===== config.mk =====
export PLATFORM = sky130hd
export DESIGN_NAME = reference_lock_controller
export DESIGN_NICKNAME = d
export VERILOG_FILES = /design/src/refsel_pkg.sv /design/src/reference_lock_controller.sv
export VERILOG_INCLUDE_DIRS = /design/src
export SDC_FILE = /design/constraint.sdc
export NUM_CORES = 1
export LEC_CHECK = 0
export ABC_AREA = 1
export BUFFER_PORTS_ARGS = -buffer_cell sky130_fd_sc_hd__buf_2
export CAP_MARGIN = 40
export CORE_ASPECT_RATIO = 0.9
export CORE_MARGIN = 2
export CORE_UTILIZATION = 52
export CTS_CLUSTER_SIZE = 16
export DETAILED_ROUTE_END_ITERATION = 8
export HOLD_SLACK_MARGIN = 0.06
export PLACE_DENSITY = 0.84
export RECOVER_POWER = 100
export SETUP_SLACK_MARGIN = 0.02
export SLEW_MARGIN = 20
export SYNTH_ARGS = -nofsm -noshare
export SYNTH_HDL_FRONTEND = slang
export SYNTH_SLANG_ARGS = --single-unit

===== constraint.sdc =====
create_clock -name clk_sys -period 3.9 [get_ports clk_sys]
set_clock_uncertainty 0.15 [all_clocks]
set_input_delay 0.585 -clock clk_sys [delete_from_list [all_inputs] [get_ports clk_sys]]
set_output_delay 0.585 -clock clk_sys [all_outputs]
set_load 0.01 [all_outputs]

===== src/refsel_defs.svh =====
// constants and rule summary for the reference lock controller
//
// Contract
// - no reference selected: free-run internal oscillator
// - lock source selector offers six settings
// - video locks frequency and phase; oscillator frequency
// - satellite disciplines oscillator; depth time/freq/phase selectable
// - qualify video within 2s, then coarse lock
// - fine lock to subcarrier then SC-H phase
// - both lock phases glide timing, no jumps
// - genlock may take 15s; timeouts allow
// - relock policy: stay internal or relock
// - internal-lock status when internal or reference absent
// - lost-lock on reference change, loss, unknown format
// - locking during acquisition, locked when done; the code reports internal lock throughout the satellite modes
// - distinct locked-to-frequency-reference status
// - format: none, 525 59.94i, 625 50i
// - satellite option off reports option-off
// - satellite status steps up to selected depth
// - network time status five enumerated values
// - timecode status ignoring or start-search-found-locking-locked
// - several valid references: fixed priority selection; the code uses only the source set by the lock mode register
`ifndef REFSEL_DEFS_SVH
`define REFSEL_DEFS_SVH

// register offsets
`define OFS_LOCK_MODE    8'h00
`define OFS_UNLOCK_MODE  8'h04
`define OFS_STATUS       8'h08
`define OFS_EVENT        8'h0C
`define OFS_SAT_DEPTH    8'h10

// status register field positions
`define FLD_LOCK_LSB     0
`define FLD_FMT_LSB      4
`define FLD_SAT_LSB      8
`define FLD_NTP_LSB      12
`define FLD_TC_LSB       16
`define FLD_SRC_LSB      20

// reset values
`define RST_LOCK_MODE    3'h0
`define RST_UNLOCK_MODE  1'h1
`define RST_SAT_DEPTH    2'h2

// timing: clock rate and documented times
`define CLK_HZ           250000000
`define QUALIFY_MS       2000
`define GENLOCK_MS       15000
// the two times above counted at the clock rate, written sized: the 15 s
// product overflows a signed int if left as an expression
`define QUALIFY_CYC      32'h1DCD_6500
`define GENLOCK_CYC      32'hDF84_7580
`define BRIEF_CYC        32'h0000_0010

`endif


===== src/refsel_pkg.sv =====
// types shared by the reference lock controller
package refsel_pkg;

  typedef enum logic [2:0] {
    SRC_INTERNAL      = 3'h0,
    SRC_GENLOCK       = 3'h1,
    SRC_GENLOCK_TC    = 3'h2,
    SRC_FREQ_REF      = 3'h3,
    SRC_SAT_FREQ_PH   = 3'h4,
    SRC_SAT_FREQ_ONLY = 3'h5
  } lock_src_e;

  typedef enum logic [2:0] {
    LK_INTERNAL  = 3'h0,
    LK_LOST      = 3'h1,
    LK_LOCKING   = 3'h2,
    LK_LOCKED    = 3'h3,
    LK_FREQ_REF  = 3'h4
  } lock_stat_e;

  typedef enum logic [1:0] {
    FMT_NONE = 2'h0,
    FMT_525  = 2'h1,
    FMT_625  = 2'h2
  } ref_fmt_e;

  typedef enum logic [2:0] {
    SAT_OFF       = 3'h0,
    SAT_ACQUIRING = 3'h1,
    SAT_TIME      = 3'h2,
    SAT_BASIC     = 3'h3,
    SAT_BETTER    = 3'h4,
    SAT_PHASE     = 3'h5,
    SAT_IDLE      = 3'h6
  } sat_stat_e;

  typedef enum logic [2:0] {
    NTP_OPT_OFF   = 3'h0,
    NTP_DISABLED  = 3'h1,
    NTP_ACQUIRING = 3'h2,
    NTP_LOCKED    = 3'h3,
    NTP_SERVER    = 3'h4
  } ntp_stat_e;

  typedef enum logic [2:0] {
    TC_IGNORING = 3'h0,
    TC_START    = 3'h1,
    TC_SEARCH   = 3'h3,
    TC_FOUND    = 3'h2,
    TC_LOCKING  = 3'h6,
    TC_LOCKED   = 3'h7
  } tc_stat_e;

  // genlock sequencer, gray codes along the acquisition path
  typedef enum logic [2:0] {
    GS_IDLE    = 3'h0,
    GS_QUALIFY = 3'h1,
    GS_COARSE  = 3'h3,
    GS_FINE_SC = 3'h2,
    GS_FINE_SCH= 3'h6,
    GS_LOCKED  = 3'h7,
    GS_LOST    = 3'h5
  } gen_state_e;

  typedef enum logic [1:0] {
    DEPTH_TIME    = 2'h0,
    DEPTH_FREQ    = 2'h1,
    DEPTH_PHASE   = 2'h2
  } sat_depth_e;

  // indications from the reference front ends
  typedef struct packed {
    logic     video_present;
    ref_fmt_e video_fmt;
    logic     coarse_aligned;
    logic     sc_aligned;
    logic     sch_aligned;
    logic     tc_valid;
    logic     tc_aligned;
    logic     freq_present;
    logic     freq_locked;
    logic     sat_enabled;
    logic     sat_fix;
    logic     sat_time_ok;
    logic     sat_basic_ok;
    logic     sat_better_ok;
    logic     sat_phase_ok;
    logic     ntp_enabled;
    logic     ntp_client;
    logic     ntp_server;
    logic     ntp_synced;
  } ref_in_s;

  // steering of the timebase loop
  typedef struct packed {
    lock_src_e active_src;
    logic      lock_freq;
    logic      lock_phase;
    logic      coarse_slew;
    logic      fine_slew;
    logic      discipline;
  } steer_s;

endpackage : refsel_pkg


===== src/reference_lock_controller.sv =====
// reference selection and lock sequencing for the video timing generator
//
// The placing of the registers and the plain strobed port were left to the implementer.
`timescale 1ns/1ps
`include "refsel_defs.svh"

module reference_lock_controller #(
  parameter logic [31:0] QUALIFY_CYCLES = `QUALIFY_CYC,
  parameter logic [31:0] GENLOCK_CYCLES = `GENLOCK_CYC
) (
  input  wire logic              clk_sys,
  input  wire logic              rst,
  input  wire logic [7:0]        addr,
  input  wire logic [31:0]       wdata,
  input  wire logic              wr,
  input  wire logic              rd,
  output logic [31:0]            rdata,
  input  wire refsel_pkg::ref_in_s ref_in,
  output refsel_pkg::steer_s     steer,
  output logic                   lost_event
);
  import refsel_pkg::*;

  // ************************************************************
  // operator settings
  // ************************************************************
  lock_src_e  mode_q;
  logic       relock_q;
  sat_depth_e depth_q;
  logic       lost_flag_q;

  always_ff @(posedge clk_sys)
  begin
    if (rst)
    begin
      mode_q   <= lock_src_e'(`RST_LOCK_MODE);
      relock_q <= `RST_UNLOCK_MODE;
      depth_q  <= sat_depth_e'(`RST_SAT_DEPTH);
    end
    else if (wr)
    begin
      if (addr == `OFS_LOCK_MODE && wdata[2:0] <= 3'h5)
      begin
        // satellite settings only accepted while that option is present
        if (!(wdata[2:0] >= 3'h4 && !ref_in.sat_enabled))
          mode_q <= lock_src_e'(wdata[2:0]);
      end
      if (addr == `OFS_UNLOCK_MODE)
        relock_q <= wdata[0];
      if (addr == `OFS_SAT_DEPTH && wdata[1:0] <= 2'h2)
        depth_q <= sat_depth_e'(wdata[1:0]);
    end
  end

  // ************************************************************
  // reference format and change detection
  // ************************************************************
  ref_fmt_e fmt_q;
  ref_fmt_e fmt_d;
  logic     fmt_bad;

  always_comb
  begin
    fmt_d   = ref_in.video_present ? ref_in.video_fmt : FMT_NONE;
    fmt_bad = ref_in.video_present && (ref_in.video_fmt == FMT_NONE
              || ref_in.video_fmt == ref_fmt_e'(2'h3));
    if (fmt_bad)
      fmt_d = FMT_NONE;
  end

  always_ff @(posedge clk_sys)
  begin
    if (rst)
      fmt_q <= FMT_NONE;
    else
      fmt_q <= fmt_d;
  end

  // ************************************************************
  // genlock sequencer
  // ************************************************************
  gen_state_e gs_q;
  logic [31:0] tmr_q;
  logic        held_internal_q;
  logic        gen_mode;
  logic        ref_good;
  logic        ref_change;

  assign gen_mode   = (mode_q == SRC_GENLOCK) || (mode_q == SRC_GENLOCK_TC);
  assign ref_good   = ref_in.video_present && !fmt_bad;
  assign ref_change = ref_good && fmt_q != FMT_NONE && fmt_d != fmt_q;

  always_ff @(posedge clk_sys)
  begin
    if (rst)
    begin
      gs_q            <= GS_IDLE;
      tmr_q           <= 32'h0000_0000;
      held_internal_q <= 1'b0;
    end
    else if (!gen_mode)
    begin
      gs_q            <= GS_IDLE;
      tmr_q           <= 32'h0000_0000;
      held_internal_q <= 1'b0;
    end
    else
    begin
      tmr_q <= tmr_q + 32'h0000_0001;
      case (gs_q)
        GS_IDLE:
        begin
          tmr_q <= 32'h0000_0000;
          if (ref_good && !held_internal_q)
            gs_q <= GS_QUALIFY;
        end
        GS_QUALIFY:
        begin
          if (!ref_good || ref_change)
            gs_q <= GS_LOST;
          else if (tmr_q >= QUALIFY_CYCLES - 32'h0000_0001)
          begin
            gs_q  <= GS_COARSE;
            tmr_q <= 32'h0000_0000;
          end
        end
        GS_COARSE, GS_FINE_SC, GS_FINE_SCH:
        begin
          if (!ref_good || ref_change)
            gs_q <= GS_LOST;
          else if (tmr_q >= GENLOCK_CYCLES)
            gs_q <= GS_LOST;
          else if (gs_q == GS_COARSE && ref_in.coarse_aligned)
            gs_q <= GS_FINE_SC;
          else if (gs_q == GS_FINE_SC && ref_in.sc_aligned)
            gs_q <= GS_FINE_SCH;
          else if (gs_q == GS_FINE_SCH && ref_in.sch_aligned)
            gs_q <= GS_LOCKED;
        end
        GS_LOCKED:
        begin
          if (!ref_good || ref_change)
            gs_q <= GS_LOST;
        end
        GS_LOST:
        begin
          tmr_q <= 32'h0000_0000;
          if (!ref_in.video_present)
          begin
            gs_q            <= GS_IDLE;
            held_internal_q <= !relock_q;
          end
          else if (ref_good && relock_q && !ref_change)
            gs_q <= GS_QUALIFY;
        end
        default:
          gs_q <= GS_IDLE;
      endcase
    end
  end

  // ************************************************************
  // timecode loop
  // ************************************************************
  tc_stat_e tc_q;
  logic [31:0] tc_tmr_q;

  always_ff @(posedge clk_sys)
  begin
    if (rst || mode_q != SRC_GENLOCK_TC)
    begin
      tc_q     <= TC_IGNORING;
      tc_tmr_q <= 32'h0000_0000;
    end
    else
    begin
      tc_tmr_q <= tc_tmr_q + 32'h0000_0001;
      case (tc_q)
        TC_IGNORING:
        begin
          tc_q     <= TC_START;
          tc_tmr_q <= 32'h0000_0000;
        end
        TC_START:
          if (tc_tmr_q >= `BRIEF_CYC)
            tc_q <= TC_SEARCH;
        TC_SEARCH:
          if (ref_in.tc_valid)
          begin
            tc_q     <= TC_FOUND;
            tc_tmr_q <= 32'h0000_0000;
          end
        TC_FOUND:
          if (tc_tmr_q >= `BRIEF_CYC)
            tc_q <= TC_LOCKING;
        TC_LOCKING:
          if (!ref_in.tc_valid)
            tc_q <= TC_SEARCH;
          else if (ref_in.tc_aligned && gs_q == GS_LOCKED)
            tc_q <= TC_LOCKED;
        TC_LOCKED:
          if (!ref_in.tc_valid)
            tc_q <= TC_SEARCH;
        default:
          tc_q <= TC_IGNORING;
      endcase
    end
  end

  // ************************************************************
  // satellite and network time status
  // ************************************************************
  sat_stat_e sat_q;
  sat_stat_e sat_d;
  ntp_stat_e ntp_q;
  ntp_stat_e ntp_d;
  logic      sat_mode;

  assign sat_mode = (mode_q == SRC_SAT_FREQ_PH) || (mode_q == SRC_SAT_FREQ_ONLY);

  always_comb
  begin
    sat_d = SAT_IDLE;
    if (!ref_in.sat_enabled)
      sat_d = SAT_OFF;
    else if (sat_mode)
    begin
      // climb one step at a time, never past the selected depth
      sat_d = SAT_ACQUIRING;
      if (ref_in.sat_fix && ref_in.sat_time_ok)
      begin
        sat_d = SAT_TIME;
        if (depth_q != DEPTH_TIME && ref_in.sat_basic_ok)
        begin
          sat_d = SAT_BASIC;
          if (ref_in.sat_better_ok)
          begin
            sat_d = SAT_BETTER;
            if (depth_q == DEPTH_PHASE && mode_q == SRC_SAT_FREQ_PH
                && ref_in.sat_phase_ok)
              sat_d = SAT_PHASE;
          end
        end
      end
    end
    if (!ref_in.ntp_enabled)
      ntp_d = NTP_OPT_OFF;
    else if (ref_in.ntp_server)
      ntp_d = NTP_SERVER;
    else if (!ref_in.ntp_client)
      ntp_d = NTP_DISABLED;
    else if (ref_in.ntp_synced)
      ntp_d = NTP_LOCKED;
    else
      ntp_d = NTP_ACQUIRING;
  end

  always_ff @(posedge clk_sys)
  begin
    if (rst)
    begin
      sat_q <= SAT_IDLE;
      ntp_q <= NTP_OPT_OFF;
    end
    else
    begin
      sat_q <= sat_d;
      ntp_q <= ntp_d;
    end
  end

  // ************************************************************
  // source choice, lock status and steering
  // ************************************************************
  lock_stat_e lk_q;
  lock_stat_e lk_d;
  steer_s     steer_d;

  always_comb
  begin
    steer_d = '0;
    steer_d.active_src = SRC_INTERNAL;
    lk_d = LK_INTERNAL;
    if (gen_mode && gs_q != GS_IDLE)
    begin
      steer_d.active_src = mode_q;
      steer_d.lock_freq  = 1'b1;
      steer_d.lock_phase = 1'b1;
      steer_d.coarse_slew = (gs_q == GS_COARSE) || (gs_q == GS_QUALIFY);
      steer_d.fine_slew  = (gs_q == GS_FINE_SC) || (gs_q == GS_FINE_SCH)
                           || (gs_q == GS_LOCKED);
      if (gs_q == GS_LOST)
      begin
        lk_d = LK_LOST;
        steer_d.active_src = SRC_INTERNAL;
        steer_d.lock_freq  = 1'b0;
        steer_d.lock_phase = 1'b0;
        steer_d.coarse_slew = 1'b0;
        steer_d.fine_slew  = 1'b0;
      end
      else if (gs_q == GS_LOCKED)
        lk_d = LK_LOCKED;
      else
        lk_d = LK_LOCKING;
    end
    else if (mode_q == SRC_FREQ_REF && ref_in.freq_present)
    begin
      steer_d.active_src = SRC_FREQ_REF;
      steer_d.lock_freq  = 1'b1;
      if (ref_in.freq_locked)
        lk_d = LK_FREQ_REF;
      else
        lk_d = LK_LOCKING;
    end
    else if (sat_mode && ref_in.sat_enabled && ref_in.sat_fix)
    begin
      steer_d.active_src = mode_q;
      steer_d.discipline = 1'b1;
      steer_d.lock_freq  = depth_q != DEPTH_TIME;
      steer_d.lock_phase = depth_q == DEPTH_PHASE && mode_q == SRC_SAT_FREQ_PH;
    end
  end

  always_ff @(posedge clk_sys)
  begin
    if (rst)
    begin
      lk_q        <= LK_INTERNAL;
      steer       <= '0;
      lost_flag_q <= 1'b0;
    end
    else
    begin
      lk_q  <= lk_d;
      steer <= steer_d;
      // a new loss wins over a clear in the same cycle
      if (lk_d == LK_LOST && lk_q != LK_LOST)
        lost_flag_q <= 1'b1;
      else if (wr && addr == `OFS_EVENT && wdata[0])
        lost_flag_q <= 1'b0;
    end
  end

  assign lost_event = lost_flag_q;

  // ************************************************************
  // register read port
  // ************************************************************
  always_ff @(posedge clk_sys)
  begin
    if (rst)
      rdata <= 32'h0000_0000;
    else if (rd)
    begin
      case (addr)
        `OFS_LOCK_MODE:   rdata <= {29'h0, mode_q};
        `OFS_UNLOCK_MODE: rdata <= {31'h0, relock_q};
        `OFS_SAT_DEPTH:   rdata <= {30'h0, depth_q};
        `OFS_EVENT:       rdata <= {31'h0, lost_flag_q};
        `OFS_STATUS:      rdata <= {9'h0, steer.active_src, 1'b0, tc_q, 1'b0, ntp_q,
                                    1'b0, sat_q, 2'h0, fmt_q, 1'b0, lk_q};
        default:          rdata <= 32'h0000_0000;
      endcase
    end
    else
      rdata <= 32'h0000_0000;
  end

endmodule : reference_lock_controller


## Word-level counts from Yosys, hierarchy flattened

Cells that the tools add are included.

| storage, ports and cells | value |
|---|---|
| flip-flop bits (word level) | 129 |
| output and inout bits | 41 |
| input bits | 64 |

| operators by class | value |
|---|---|
| $lt $le $gt $ge | 6 |
| add/sub/neg operators | 2 |
| reductions and logical operators | 63 |
| mux-type cells | 49 |
| equal/unequal tests | 36 |
| bitwise operators | 9 |

Operators by type and width:

| cell | number |
|---|---|
| $pmux W32 S2 | 2 |
| $pmux W23 S5 | 1 |
| $mux W32 | 3 |
| $mux W3 | 26 |
| $add A32 B1 Y32 const B | 2 |
| $ge A32 B29 Y1 const B | 1 |
| $ge A32 B32 Y1 const B | 1 |
| $ge A32 B5 Y1 const B | 1 |
| $logic_and A1 B1 Y1 | 25 |
| $eq A3 B3 Y1 const B | 7 |
| $eq A3 B2 Y1 const B | 6 |
| $pmux W3 S6 | 1 |
| $eq A8 B4 Y1 const B | 2 |
| $pmux W3 S5 | 1 |
| $reduce_or A3 Y1 | 5 |
| $eq A3 B1 Y1 const B | 4 |
| $ne A2 B2 Y1 const B | 6 |
| $mux W5 | 2 |
| $reduce_and A5 Y1 | 2 |
| $ne A3 B3 Y1 const B | 3 |
| $not A1 Y1 | 9 |
| $eq A8 B3 Y1 const B | 1 |
| $eq A8 B5 Y1 const B | 1 |
| $logic_not A8 Y1 | 1 |
| other kinds (22) | 52 |

## Longest topological paths before layout

Gate-level depths: netlist of the first run.

| logic depth | value |
|---|---|
| depth in word-level cells | 12 |
| mapped depth | 13 |
| mapped depth without buffers | 13 |

## Worst setup path before layout of the first run

OpenSTA, ideal clock, no wires.

| path | value |
|---|---|
| path kind | input to register |
| from | in addr[1] |
| to | reg mode_q[0] |
| arrival | 1.639 ns |
| library setup time | 0.120 ns |
| buffers on the path | 0 |
| required time | 3.630 ns |
| stages on the path | 8 |
| slack | 1.990 ns |
| cells stage by stage | or2_1 -> or2_1 -> nor2_1 -> inv_1 -> nor2_2 -> nand3_2 -> o21ai_0 -> a21oi_1 |

| between the ends | value |
|---|---|
| longest elaborated chain between the ends | 3 |

RTL lines:

| what | RTL line | source |
|---|---|---|
| from (decl) | reference_lock_controller.sv:13 | `input wire logic [7:0] addr,` |
| $logic_not A8 Y1 | - |  |
| $logic_and A1 B1 Y1 | reference_lock_controller.sv:42 | `` if (addr == `OFS_LOCK_MODE && wdata[2:0] <= 3'h5) `` |
| $reduce_and A3 Y1 (no source line) | - |  |
| to (signal assigned) | reference_lock_controller.sv:36 | `` mode_q <= lock_src_e'(`RST_LOCK_MODE); `` |
| to (signal assigned) | reference_lock_controller.sv:46 | `mode_q <= lock_src_e'(wdata[2:0]);` |
| to (decl) | reference_lock_controller.sv:27 | `lock_src_e mode_q;` |

Every way passes these cells.
A chain may end at the register's enable or synchronous reset.

## Worst setup path after layout of the first run

| path | value |
|---|---|
| from | reg tmr_q[0] |
| to | reg tmr_q[28] |

| between the ends | value |
|---|---|
| longest elaborated chain between the ends | 4 |
| elaborated cells between the ends (all ways) | 5 |
| those cells by class | add/sub (1); order compare (1); mux (3) |

RTL lines:

| what | RTL line | source |
|---|---|---|
| from (decl) | reference_lock_controller.sv:83 | `logic [31:0] tmr_q;` |
| from (signal assigned) | reference_lock_controller.sv:109 | `tmr_q <= tmr_q + 32'h0000_0001;` |
| $add A32 B1 Y32 / $ge A32 B29 Y1 (equally long branches) | reference_lock_controller.sv:109, reference_lock_controller.sv:121 |  |
| $mux W32 | reference_lock_controller.sv:121 | `else if (tmr_q >= QUALIFY_CYCLES - 32'h0000_0001)` |
| $mux W32 | reference_lock_controller.sv:119 | `if (!ref_good \|\| ref_change)` |
| $pmux W32 S2 (*) | reference_lock_controller.sv:110 | `case (gs_q)` |

Mark *: on every way between the ends. The rest lies on a longest branch, timed or not.

==> impl_metrics.py, run 1 <==
metrics = {
    "timing": {
        "rsz_0062_raised_after_global_routing": "no",
        "max_slew_margin_pct": 44.6,
        "endpoints_failing_hold": 0,
        "maxSlewViolCount": 0,
        "peak_clock_frequency_supported_by_timing_mhz": 351,
        "worst_pin_slew_ps": 831,
        "finalSetupViolCount": 0,
        "setup_total_negative_slack_ps": 0,
        "finalWorstPathRequiredPeriod_ps": 2850,
        "min_period_over_period_pct": 73.1,
    },
    "clock_tree": {
        "cts-hold-fix-buffers": 0,
        "cts_tree": "yes",
        "cts.repair_timing.setup_buffer_count": 0,
        "clockBufferDepth": 2,
        "clkSinkCount": 114,
        "clk_pin_slew_ps": 60,
        "ctsRootBufferMaster": "sky130_fd_sc_hd__clkbuf_16",
        "htree_levels": 4,
        "cts-buffers-inserted": 17,
        "cells_resized_by_post_cts_repair": 0,
        "clkLatencyLatePin_ps": 410,
    },
    "placed_design": {
        "detailed_place_hpwl_um": 9350,
        "place_area_um2": 6090,
        "buffer_ports.inserted": 60,
        "final_weighted_congestion_in_routability_driven_placement": 0.895,
    },
    "critical_path": {
        "path_class": "flip-flop to flip-flop",
        "setup.worst_path.end_class": "flip-flop",
        "cp_max_fo": 18,
        "crit_required_ps": 4010,
        "ff2ff_path_depth": 13,
        "worstSetupStartpoint": "tmr_q[0]",
        "endpoint_of_the_worst_setup_timing_path": "tmr_q[28]",
        "r2r_slack_ps": 1050,
        "setup.worst_path.start_class": "flip-flop",
        "worstReg2RegEnd": "tmr_q[28]",
        "rr_startpoint": "tmr_q[0]",
        "arrival_ps": 2960,
    },
    "floorplan": {
        "core-area_um2": 10800,
        "overall_die_area_um2": 11900,
        "initial_core_util_pct": 53.1,
        "std_cell_rows": 36,
        "die_boundary_width_um": 115,
        "die_y_um": 103,
        "ioPinCount": 105,
    },
    "synth": {
        "synth-async-reset-ratio_pct": 0,
        "dominantRegCellSynth": "sky130_fd_sc_hd__dfxtp_1",
        "synth-edff-count": 0,
        "post-synth-top-area-fraction_pct": 39.9,
        "synth_seq_cells": 114,
        "synth_area_per_inst_um2": 7.02,
        "synth_cell_types": 46,
        "synth_area_um2": 5720,
        "synthCells": 814,
        "synth_area_leaders": "sky130_fd_sc_hd__dfxtp_1 40%, sky130_fd_sc_hd__nor2_1 9.3%, sky130_fd_sc_hd__nand2_1 9.0%",
        "synth_top_area_cell": "sky130_fd_sc_hd__dfxtp_1",
        "fraction_of_the_yosys_area_taken_by_sequential_cells_pct": 39.9,
        "yosys_warnings": 0,
    },
    "route": {
        "post_drt_wl_per_cell_um": 12.9,
        "routed_via_density": 5.17,
        "drt_iter0_drc": 377,
        "routed-via-count": 5310,
        "remaining_drc_errors": 0,
        "antenna_violating_nets_post_route": 0,
        "first_pass_iters": 5,
        "route.final.wire_length_um": 13300,
    },
    "global_route": {
        "grt_max_degree": 19,
        "antenna_found_initial": 0,
        "grt_overflow_total": 0,
        "first_global_vias": 4763,
        "grt_usage_pct": 23.1,
        "first_pass_grt_wire_length_um": 21800,
    },
    "power": {
        "worst_supply_voltage_drop_on_vdd_uv": 310,
        "cellLeakagePower_nw": 2.45,
        "cellPowerDensity_nw_per_um2": 430,
    },
    "final_layout": {
        "num-nets-final": 950,
        "layout-drive-gt1-share_pct": 10.8,
        "area_growth_syn_to_layout_pct": 15.6,
        "antenna_cells_inserted": 0,
        "n_fill_cell": 962,
        "post_route_cell_area_um2": 6610,
    },
    "job": {
        "timing.max_cap.violations": 0,
    },
    "status": {
        "run_status": "completed",
    },
    "min_path": {
        "min_path_type": "primary input to flip-flop",
    },
}
per-stage QoR:
step / util [%] / std cells / setup slack, ps / hold WS (ps) / power [mW]
2_1_floorplan: - / 828 / 1990 / 258 / 1.23
3_3_place_gp: 56.4 / 995 / 1170 / 263 / 1.25
3_5_place_dp: 56.5 / 996 / 1360 / 267 / 1.25
4_1_cts: 62.3 / 1028 / 1510 / 243 / 2.86
5_1_grt: 61.4 / 1028 / 705 / 256 / 2.94
6_report: 61.4 / 1028 / 1050 / 257 / 2.85
worst min-delay path by stage:
stage | from | slack (ps) | cells after the start | to
CTS | ref_in[10] | 240 | 2 | lk_q[1]
finish | ref_in[9] | 260 | 3 | sat_q[2]
floorplan | sat_q[2] | 260 | 2 | rdata[10]
global placement | sat_q[0] | 260 | 2 | rdata[8]
global route | ref_in[3] | 260 | 3 | ntp_q[2]
detailed placement | sat_q[2] | 270 | 2 | rdata[10]
critical path: stages, from the launching register on:
cell and delay [ps]:
sky130_fd_sc_hd__dfxtp_1 350, sky130_fd_sc_hd__ha_1 190, sky130_fd_sc_hd__nand3_1 160, sky130_fd_sc_hd__inv_1 80, sky130_fd_sc_hd__nand2_1 110, sky130_fd_sc_hd__inv_1 100
sky130_fd_sc_hd__nand3_1 70, sky130_fd_sc_hd__nand2_1 90, sky130_fd_sc_hd__nand2_1 70, sky130_fd_sc_hd__nand2_1 60, sky130_fd_sc_hd__a21oi_1 90, sky130_fd_sc_hd__nand2_1 380
sky130_fd_sc_hd__clkbuf_1 680, sky130_fd_sc_hd__nor2_1 110
where the power goes:
part | internal (mW) | switching, mW
Combinational | 0.0192 | 0.0387
Clock | 1.02 | 0.595
Sequential | 1.17 | 0.00123
Total | 2.21 | 0.635
final cells by class:
| class | instances | area (µm²) | area share (%) |
|---|---|---|---|
| inverters | 118 | 443 | 6.70 |
| clock buffers | 17 | 425 | 6.43 |
| clock inverters | 15 | 198 | 2.99 |
| flip-flops and latches | 114 | 2280 | 34.5 |
| multi-input cells | 570 | 2830 | 42.8 |
| well taps | 133 | 166 | 2.52 |
| repair buffers | 61 | 268 | 4.05 |
kinds of logic (layout without fill, tap and decap cells):
logic type	count (synthesis)	in the layout	synth area share, %
buf+inv	144	211	10.6
xor+xnor	28	28	4.29
compound gates	94	94	9.02
other cells	1	15	0.0656
simple gates	429	429	35.2
flops	114	114	39.9
fa+ha+maj	4	4	0.875
flip-flops by register name, indices dropped and copies added (netlist names), 2 cells and up:
signal / cells
tc_tmr_q: 32
sat_q: 3
mode_q: 3
fmt_q: 2
tc_q: 3
depth_q: 2
steer: 8
gs_q: 3
tmr_q: 32
lk_q: 3
ntp_q: 3
rdata: 17
routing by layer:
layer,global-route usage (%),up-vias,part of all wire (%)
met5,0,-,0
met3,6.06,15,4.9
met1,29.4,2398,46
met2,37.8,171,48
li1,-,2726,-
met4,9.29,0,1.4
cell usage after synthesis, drive strengths merged (7+ instances only):
| cell type | n |
|---|---|
| dfxtp | 114 |
| nor3b | 7 |
| nand4 | 20 |
| nand3 | 46 |
| buf | 22 |
| nor2 | 153 |
| xor2 | 22 |
| a21oi | 41 |
| nor3 | 39 |
| inv | 116 |
| nand2 | 144 |
| nor4 | 12 |
| o21ai | 36 |
placed cells by master (no fill, tap or decap), types with 3 or more instances in the layout:
master and n:
sky130_fd_sc_hd__nor2_4 4, sky130_fd_sc_hd__nand3_1 43, sky130_fd_sc_hd__nor2_1 145, sky130_fd_sc_hd__dfxtp_1 114, sky130_fd_sc_hd__clkbuf_1 30, sky130_fd_sc_hd__xnor2_1 6
sky130_fd_sc_hd__nor3_1 35, sky130_fd_sc_hd__nand4_1 19, sky130_fd_sc_hd__conb_1 15, sky130_fd_sc_hd__nor2_2 4, sky130_fd_sc_hd__inv_6 4, sky130_fd_sc_hd__o21a_1 3
sky130_fd_sc_hd__ha_1 4, sky130_fd_sc_hd__o211ai_1 4, sky130_fd_sc_hd__o21ai_0 33, sky130_fd_sc_hd__nor4_1 10, sky130_fd_sc_hd__inv_2 4, sky130_fd_sc_hd__nand3_2 3
sky130_fd_sc_hd__a31oi_1 5, sky130_fd_sc_hd__bufinv_16 3, sky130_fd_sc_hd__clkinv_4 4, sky130_fd_sc_hd__nand2_1 137, sky130_fd_sc_hd__nand2_2 6, sky130_fd_sc_hd__buf_2 31
sky130_fd_sc_hd__nor3_2 4, sky130_fd_sc_hd__nor3b_1 6, sky130_fd_sc_hd__clkbuf_16 17, sky130_fd_sc_hd__inv_1 112, sky130_fd_sc_hd__a21oi_1 41, sky130_fd_sc_hd__xor2_1 22
Power figures use the tool's default switching activity.
==> run 2: changes to the inputs <==
==> constraint.sdc (replaced) <==
create_clock -name clk_sys -period 2.71 [get_ports clk_sys]
set_clock_uncertainty 0.15 [all_clocks]
set_input_delay 0.4065 -clock clk_sys [delete_from_list [all_inputs] [get_ports clk_sys]]
set_output_delay 0.4065 -clock clk_sys [all_outputs]
set_load 0.01 [all_outputs]
==> impl_metrics.py, run 2 (synthesized netlist as in run 1, its figures left out) <==
metrics = {
    "status": {
        "run_status": "completed",
    },
    "floorplan": {
        "core-area_um2": 10800,
        "std_cell_rows": 36,
        "die_y_um": 103,
        "die_boundary_width_um": 115,
        "ioPinCount": 105,
        "initial_core_util_pct": 53.1,
        "overall_die_area_um2": 11900,
    },
    "critical_path": {
        "ff2ff_path_depth": 9,
        "crit_required_ps": 2920,
        "worstReg2RegEnd": "tc_tmr_q[30]",
        "arrival_ps": 2600,
        "path_class": "flip-flop to flip-flop",
        "cp_max_fo": 4,
        "rr_startpoint": "tc_tmr_q[0]",
        "setup.worst_path.start_class": "flip-flop",
        "setup.worst_path.end_class": "flip-flop",
        "r2r_slack_ps": 330,
    },
    "global_route": {
        "grt_max_degree": 31,
        "grt_overflow_total": 0,
        "grt_usage_pct": 22.5,
        "first_global_vias": 4778,
        "first_pass_grt_wire_length_um": 21200,
        "antenna_found_initial": 0,
    },
    "clock_tree": {
        "cts_tree": "yes",
        "clk_pin_slew_ps": 60,
        "cts-buffers-inserted": 17,
        "clkSinkCount": 114,
        "htree_levels": 4,
        "cells_resized_by_post_cts_repair": 0,
        "clkLatencyLatePin_ps": 410,
        "cts-hold-fix-buffers": 1,
        "cts.repair_timing.setup_buffer_count": 0,
        "clockBufferDepth": 2,
        "ctsRootBufferMaster": "sky130_fd_sc_hd__clkbuf_16",
    },
    "timing": {
        "worst_pin_slew_ps": 757,
        "finalSetupViolCount": 0,
        "maxSlewViolCount": 0,
        "rsz_0062_raised_after_global_routing": "no",
        "setup_total_negative_slack_ps": 0,
        "endpoints_failing_hold": 0,
        "peak_clock_frequency_supported_by_timing_mhz": 419,
        "max_slew_margin_pct": 49.1,
        "finalWorstPathRequiredPeriod_ps": 2380,
        "min_period_over_period_pct": 88.0,
    },
    "route": {
        "routed_via_density": 5.19,
        "post_drt_wl_per_cell_um": 12.5,
        "route.final.wire_length_um": 12900,
        "antenna_violating_nets_post_route": 0,
        "drt_iter0_drc": 427,
        "first_pass_iters": 5,
        "routed-via-count": 5346,
        "remaining_drc_errors": 0,
    },
    "min_path": {
        "worst_hold_path_stage_count": 3,
        "min_path_type": "primary input to flip-flop",
        "holdPathEnd": "sat_q[2]",
        "worst_hold_start": "ref_in[9]",
    },
    "final_layout": {
        "num-nets-final": 952,
        "final_cell_count_no_fill": 1030,
        "layout-drive-gt1-share_pct": 11.3,
        "most-common-layout-cells": "144 x sky130_fd_sc_hd__nor2_1, 137 x sky130_fd_sc_hd__nand2_1, 114 x sky130_fd_sc_hd__dfxtp_1",
        "antenna_cells_inserted": 0,
        "reg.largest.list": "tc_tmr_q (32), tmr_q (32), rdata (17)",
        "area_growth_syn_to_layout_pct": 15.0,
        "commonest_non_fill_non_tap_cell_in_the_layout": "sky130_fd_sc_hd__nor2_1",
    },
    "placed_design": {
        "buffer_ports.inserted": 60,
        "detailed_place_hpwl_um": 9220,
        "final_weighted_congestion_in_routability_driven_placement": 0.892,
        "dp.cells": 997,
    },
    "job": {
        "timing.max_cap.violations": 0,
    },
    "power": {
        "cellPowerDensity_nw_per_um2": 586,
        "worst_supply_voltage_drop_on_vdd_uv": 484,
        "cellLeakagePower_nw": 2.43,
    },
}
[run 2: changes by cell type in the layout (fill, tap and decap cells not counted), sizes merged]
cell	before	now
buf	31	33
dlygate4sd3	0	1
clkinv	6	10
clkbuf	47	46
inv	122	119
clkinvlp	2	3
bufinv	3	1
[run 2: final cells by class]
cell class | count | area (µm²)
clock buffer | 17 | 425
tap | 133 | 166
timing repair buffer | 63 | 289
clock inverter | 15 | 134
sequential | 114 | 2280
fill | 943 | 4190
multi-input combinational | 570 | 2840
inverter | 118 | 443
[run 2: worst max path at each step]
stage               slack [ps]            to   startpoint
floorplan                  930      tmr_q[7]     tmr_q[0]
detailed placement         470  tc_tmr_q[10]      tc_q[1]
global route               110  tc_tmr_q[26]  tc_tmr_q[0]
CTS                        400  tc_tmr_q[10]      tc_q[1]
global placement           470  tc_tmr_q[27]      tc_q[1]
finish                     330  tc_tmr_q[30]  tc_tmr_q[0]
[run 2: worst max-delay path, stage by stage, from the launching register on]
cell and delay (ps):
sky130_fd_sc_hd__dfxtp_1 390, sky130_fd_sc_hd__ha_1 240, sky130_fd_sc_hd__nand3_2 130, sky130_fd_sc_hd__nor4_1 650, sky130_fd_sc_hd__nand3_2 200, sky130_fd_sc_hd__nor2_2 240
sky130_fd_sc_hd__nand2_2 80, sky130_fd_sc_hd__a21oi_1 120, sky130_fd_sc_hd__o21ai_1 80, sky130_fd_sc_hd__inv_1 50
[run 2: where the power goes]
part	switching (mW)	internal, mW
registers	0.00142	1.68
logic	0.0550	0.0286
clock network	0.823	1.26
total	0.879	2.97
[run 2: metal layers]
layer | wire length, µm | GRT usage, % | vias to the layer above | share of wire (%)
met5 | 0 | 0 | - | 0
met4 | 184 | 9.57 | 0 | 1.4
met3 | 692 | 6.00 | 19 | 5.4
met2 | 5980 | 35.8 | 165 | 46
met1 | 6060 | 29.2 | 2426 | 47
li1 | - | - | 2736 | -
[run 2: metrics by stage]
| step | util (%) | hold WS [ps] | power, mW | setup slack, ps | area (µm²) |
|---|---|---|---|---|---|
| 5_1_grt | 61.1 | 77.6 | 3.97 | 109 | 6580 |
| 2_1_floorplan | - | 258 | 1.78 | 929 | 5770 |
| 6_report | 61.1 | 70.1 | 3.85 | 326 | 6580 |
| 3_3_place_gp | 56.5 | 263 | 1.80 | 475 | 6090 |
| 4_1_cts | 61.8 | 60.5 | 3.87 | 398 | 6660 |
| 3_5_place_dp | 56.5 | 268 | 1.80 | 465 | 6090 |
==> run 3: changes to the inputs <==
--- a/config.mk
+++ b/config.mk
@@ -7,6 +7,7 @@
 export NUM_CORES = 1
 export LEC_CHECK = 0
 export ABC_AREA = 1
+export ABC_CLOCK_PERIOD_IN_PS = 2500
 export BUFFER_PORTS_ARGS = -buffer_cell sky130_fd_sc_hd__buf_2
 export CAP_MARGIN = 40
 export CORE_ASPECT_RATIO = 0.9
==> constraint.sdc (replaced) <==
create_clock -name clk_sys -period 2.5 [get_ports clk_sys]
set_clock_uncertainty 0.15 [all_clocks]
set_input_delay 0.375 -clock clk_sys [delete_from_list [all_inputs] [get_ports clk_sys]]
set_output_delay 0.375 -clock clk_sys [all_outputs]
set_load 0.01 [all_outputs]
==> impl_metrics.py, run 3 (synthesized netlist as in run 1, its figures left out) <==
metrics = {
    "global_route": {
        "first_pass_grt_wire_length_um": 22600,
        "grt_max_degree": 31,
        "grt_overflow_total": 0,
        "grt_usage_pct": 24.2,
        "antenna_found_initial": 0,
        "first_global_vias": 5057,
    },
    "final_layout": {
        "n_fill_cell": 923,
        "reg.largest.list": "tc_tmr_q (32), tmr_q (32), rdata (17)",
        "area_growth_syn_to_layout_pct": 17.3,
        "most-common-layout-cells": "147 x sky130_fd_sc_hd__nor2_1, 137 x sky130_fd_sc_hd__nand2_1, 114 x sky130_fd_sc_hd__dfxtp_1",
        "post_route_cell_area_um2": 6710,
        "num-nets-final": 960,
        "antenna_cells_inserted": 0,
        "commonest_non_fill_non_tap_cell_in_the_layout": "sky130_fd_sc_hd__nor2_1",
        "layout-drive-gt1-share_pct": 10.6,
        "final_core_utilization_pct": 62.3,
    },
    "route": {
        "post_drt_wl_per_cell_um": 13.5,
        "routed-via-count": 5481,
        "antenna_violating_nets_post_route": 0,
        "routed_via_density": 5.28,
        "drt_iter0_drc": 428,
        "route.final.wire_length_um": 14000,
        "first_pass_iters": 5,
        "remaining_drc_errors": 0,
    },
    "placed_design": {
        "place_area_um2": 6110,
        "detailed_place_hpwl_um": 9480,
        "dpl_worst_slack_ps": 407,
        "final_weighted_congestion_in_routability_driven_placement": 0.894,
        "buffer_ports.inserted": 60,
    },
    "timing": {
        "worst_pin_slew_ps": 792,
        "finalSetupViolCount": 0,
        "rsz_0062_raised_after_global_routing": "no",
        "finalWorstPathRequiredPeriod_ps": 2150,
        "maxSlewViolCount": 0,
        "max_slew_margin_pct": 47.2,
        "finalWorstSetupSlack_ps": 353,
        "min_period_over_period_pct": 85.9,
        "setup_total_negative_slack_ps": 0,
        "endpoints_failing_hold": 0,
        "peak_clock_frequency_supported_by_timing_mhz": 466,
    },
    "floorplan": {
        "core-area_um2": 10800,
        "overall_die_area_um2": 11900,
        "ioPinCount": 105,
        "die_boundary_width_um": 115,
        "std_cell_rows": 36,
        "die_y_um": 103,
        "initial_core_util_pct": 53.1,
    },
    "clock_tree": {
        "clk_pin_slew_ps": 60,
        "cells_resized_by_post_cts_repair": 0,
        "ctsRootBufferMaster": "sky130_fd_sc_hd__clkbuf_16",
        "clkLatencyLatePin_ps": 420,
        "cts.repair_timing.setup_buffer_count": 0,
        "cts-buffers-inserted": 17,
        "cts_tree": "yes",
        "cts-hold-fix-buffers": 6,
        "htree_levels": 4,
        "clkSinkCount": 114,
        "clockBufferDepth": 2,
    },
    "critical_path": {
        "setup.worst_path.start_class": "flip-flop",
        "cp_max_fo": 30,
        "crit_required_ps": 2690,
        "setup.worst_path.end_class": "flip-flop",
        "path_class": "flip-flop to flip-flop",
        "arrival_ps": 2330,
    },
    "job": {
        "timing.max_cap.violations": 0,
    },
    "power": {
        "cellLeakagePower_nw": 2.52,
        "worst_supply_voltage_drop_on_vdd_uv": 461,
        "cellPowerDensity_nw_per_um2": 672,
        "total_power_mw": 4.51,
    },
    "min_path": {
        "min_path_type": "primary input to flip-flop",
    },
    "status": {
        "run_status": "completed",
    },
}
run 3: worst max-delay path, stage by stage, from the launching register on:
cell,delay (ps)
sky130_fd_sc_hd__dfxtp_1,320
sky130_fd_sc_hd__ha_1,220
sky130_fd_sc_hd__nand3_1,150
sky130_fd_sc_hd__inv_1,60
sky130_fd_sc_hd__nand2_1,130
sky130_fd_sc_hd__inv_1,70
sky130_fd_sc_hd__nand3_1,80
sky130_fd_sc_hd__nand2_1,70
sky130_fd_sc_hd__nand2_1,80
sky130_fd_sc_hd__nand2_1,50
sky130_fd_sc_hd__a21oi_1,190
sky130_fd_sc_hd__nand2_1,70
sky130_fd_sc_hd__buf_4,240
sky130_fd_sc_hd__nor3_1,170
run 3: cell type report:
| class | instances | area [µm²] | area share (%) |
|---|---|---|---|
| Tap cell | 133 | 166 | 2.48 |
| Sequential cell | 114 | 2280 | 34.0 |
| Multi-Input combinational cell | 570 | 2840 | 42.3 |
| Clock inverter | 14 | 200 | 2.98 |
| Inverter | 118 | 443 | 6.60 |
| Timing Repair Buffer | 71 | 349 | 5.20 |
| Clock buffer | 18 | 429 | 6.40 |
run 3: report_power, final:
| group | switching [mW] | total (mW) | internal, mW |
|---|---|---|---|
| registers | 0.00197 | 1.82 | 1.82 |
| clock network | 0.900 | 2.58 | 1.68 |
| logic | 0.0640 | 0.101 | 0.0368 |
run 3: stage by stage:
step	hold slack [ps]	std cells
finish	98.4	1038
global route	89.7	1038
CTS	83.0	1038
detailed placement	266	1000
global placement	262	1000
floorplan	258	828
run 3: per-layer routing:
metal	part of all wire [%]	vias to the layer above	GRT usage (%)	routed length, µm
li1	-	2753	-	-
met1	44	2493	29.5	6100
met2	47	198	39.9	6590
met3	6.7	37	6.70	935
met4	2.5	0	11.3	345
met5	0	-	0	0
run 3: worst paths after layout:
check             slack, ps  depth (start not counted)         to      from
hold / removal          100                          3  mode_q[1]  wdata[1]
setup reg to reg        350                         13   tmr_q[8]  tmr_q[0]
hold reg to reg         280                          2   rdata[9]  sat_q[1]
setup / recovery        350                         13   tmr_q[8]  tmr_q[0]
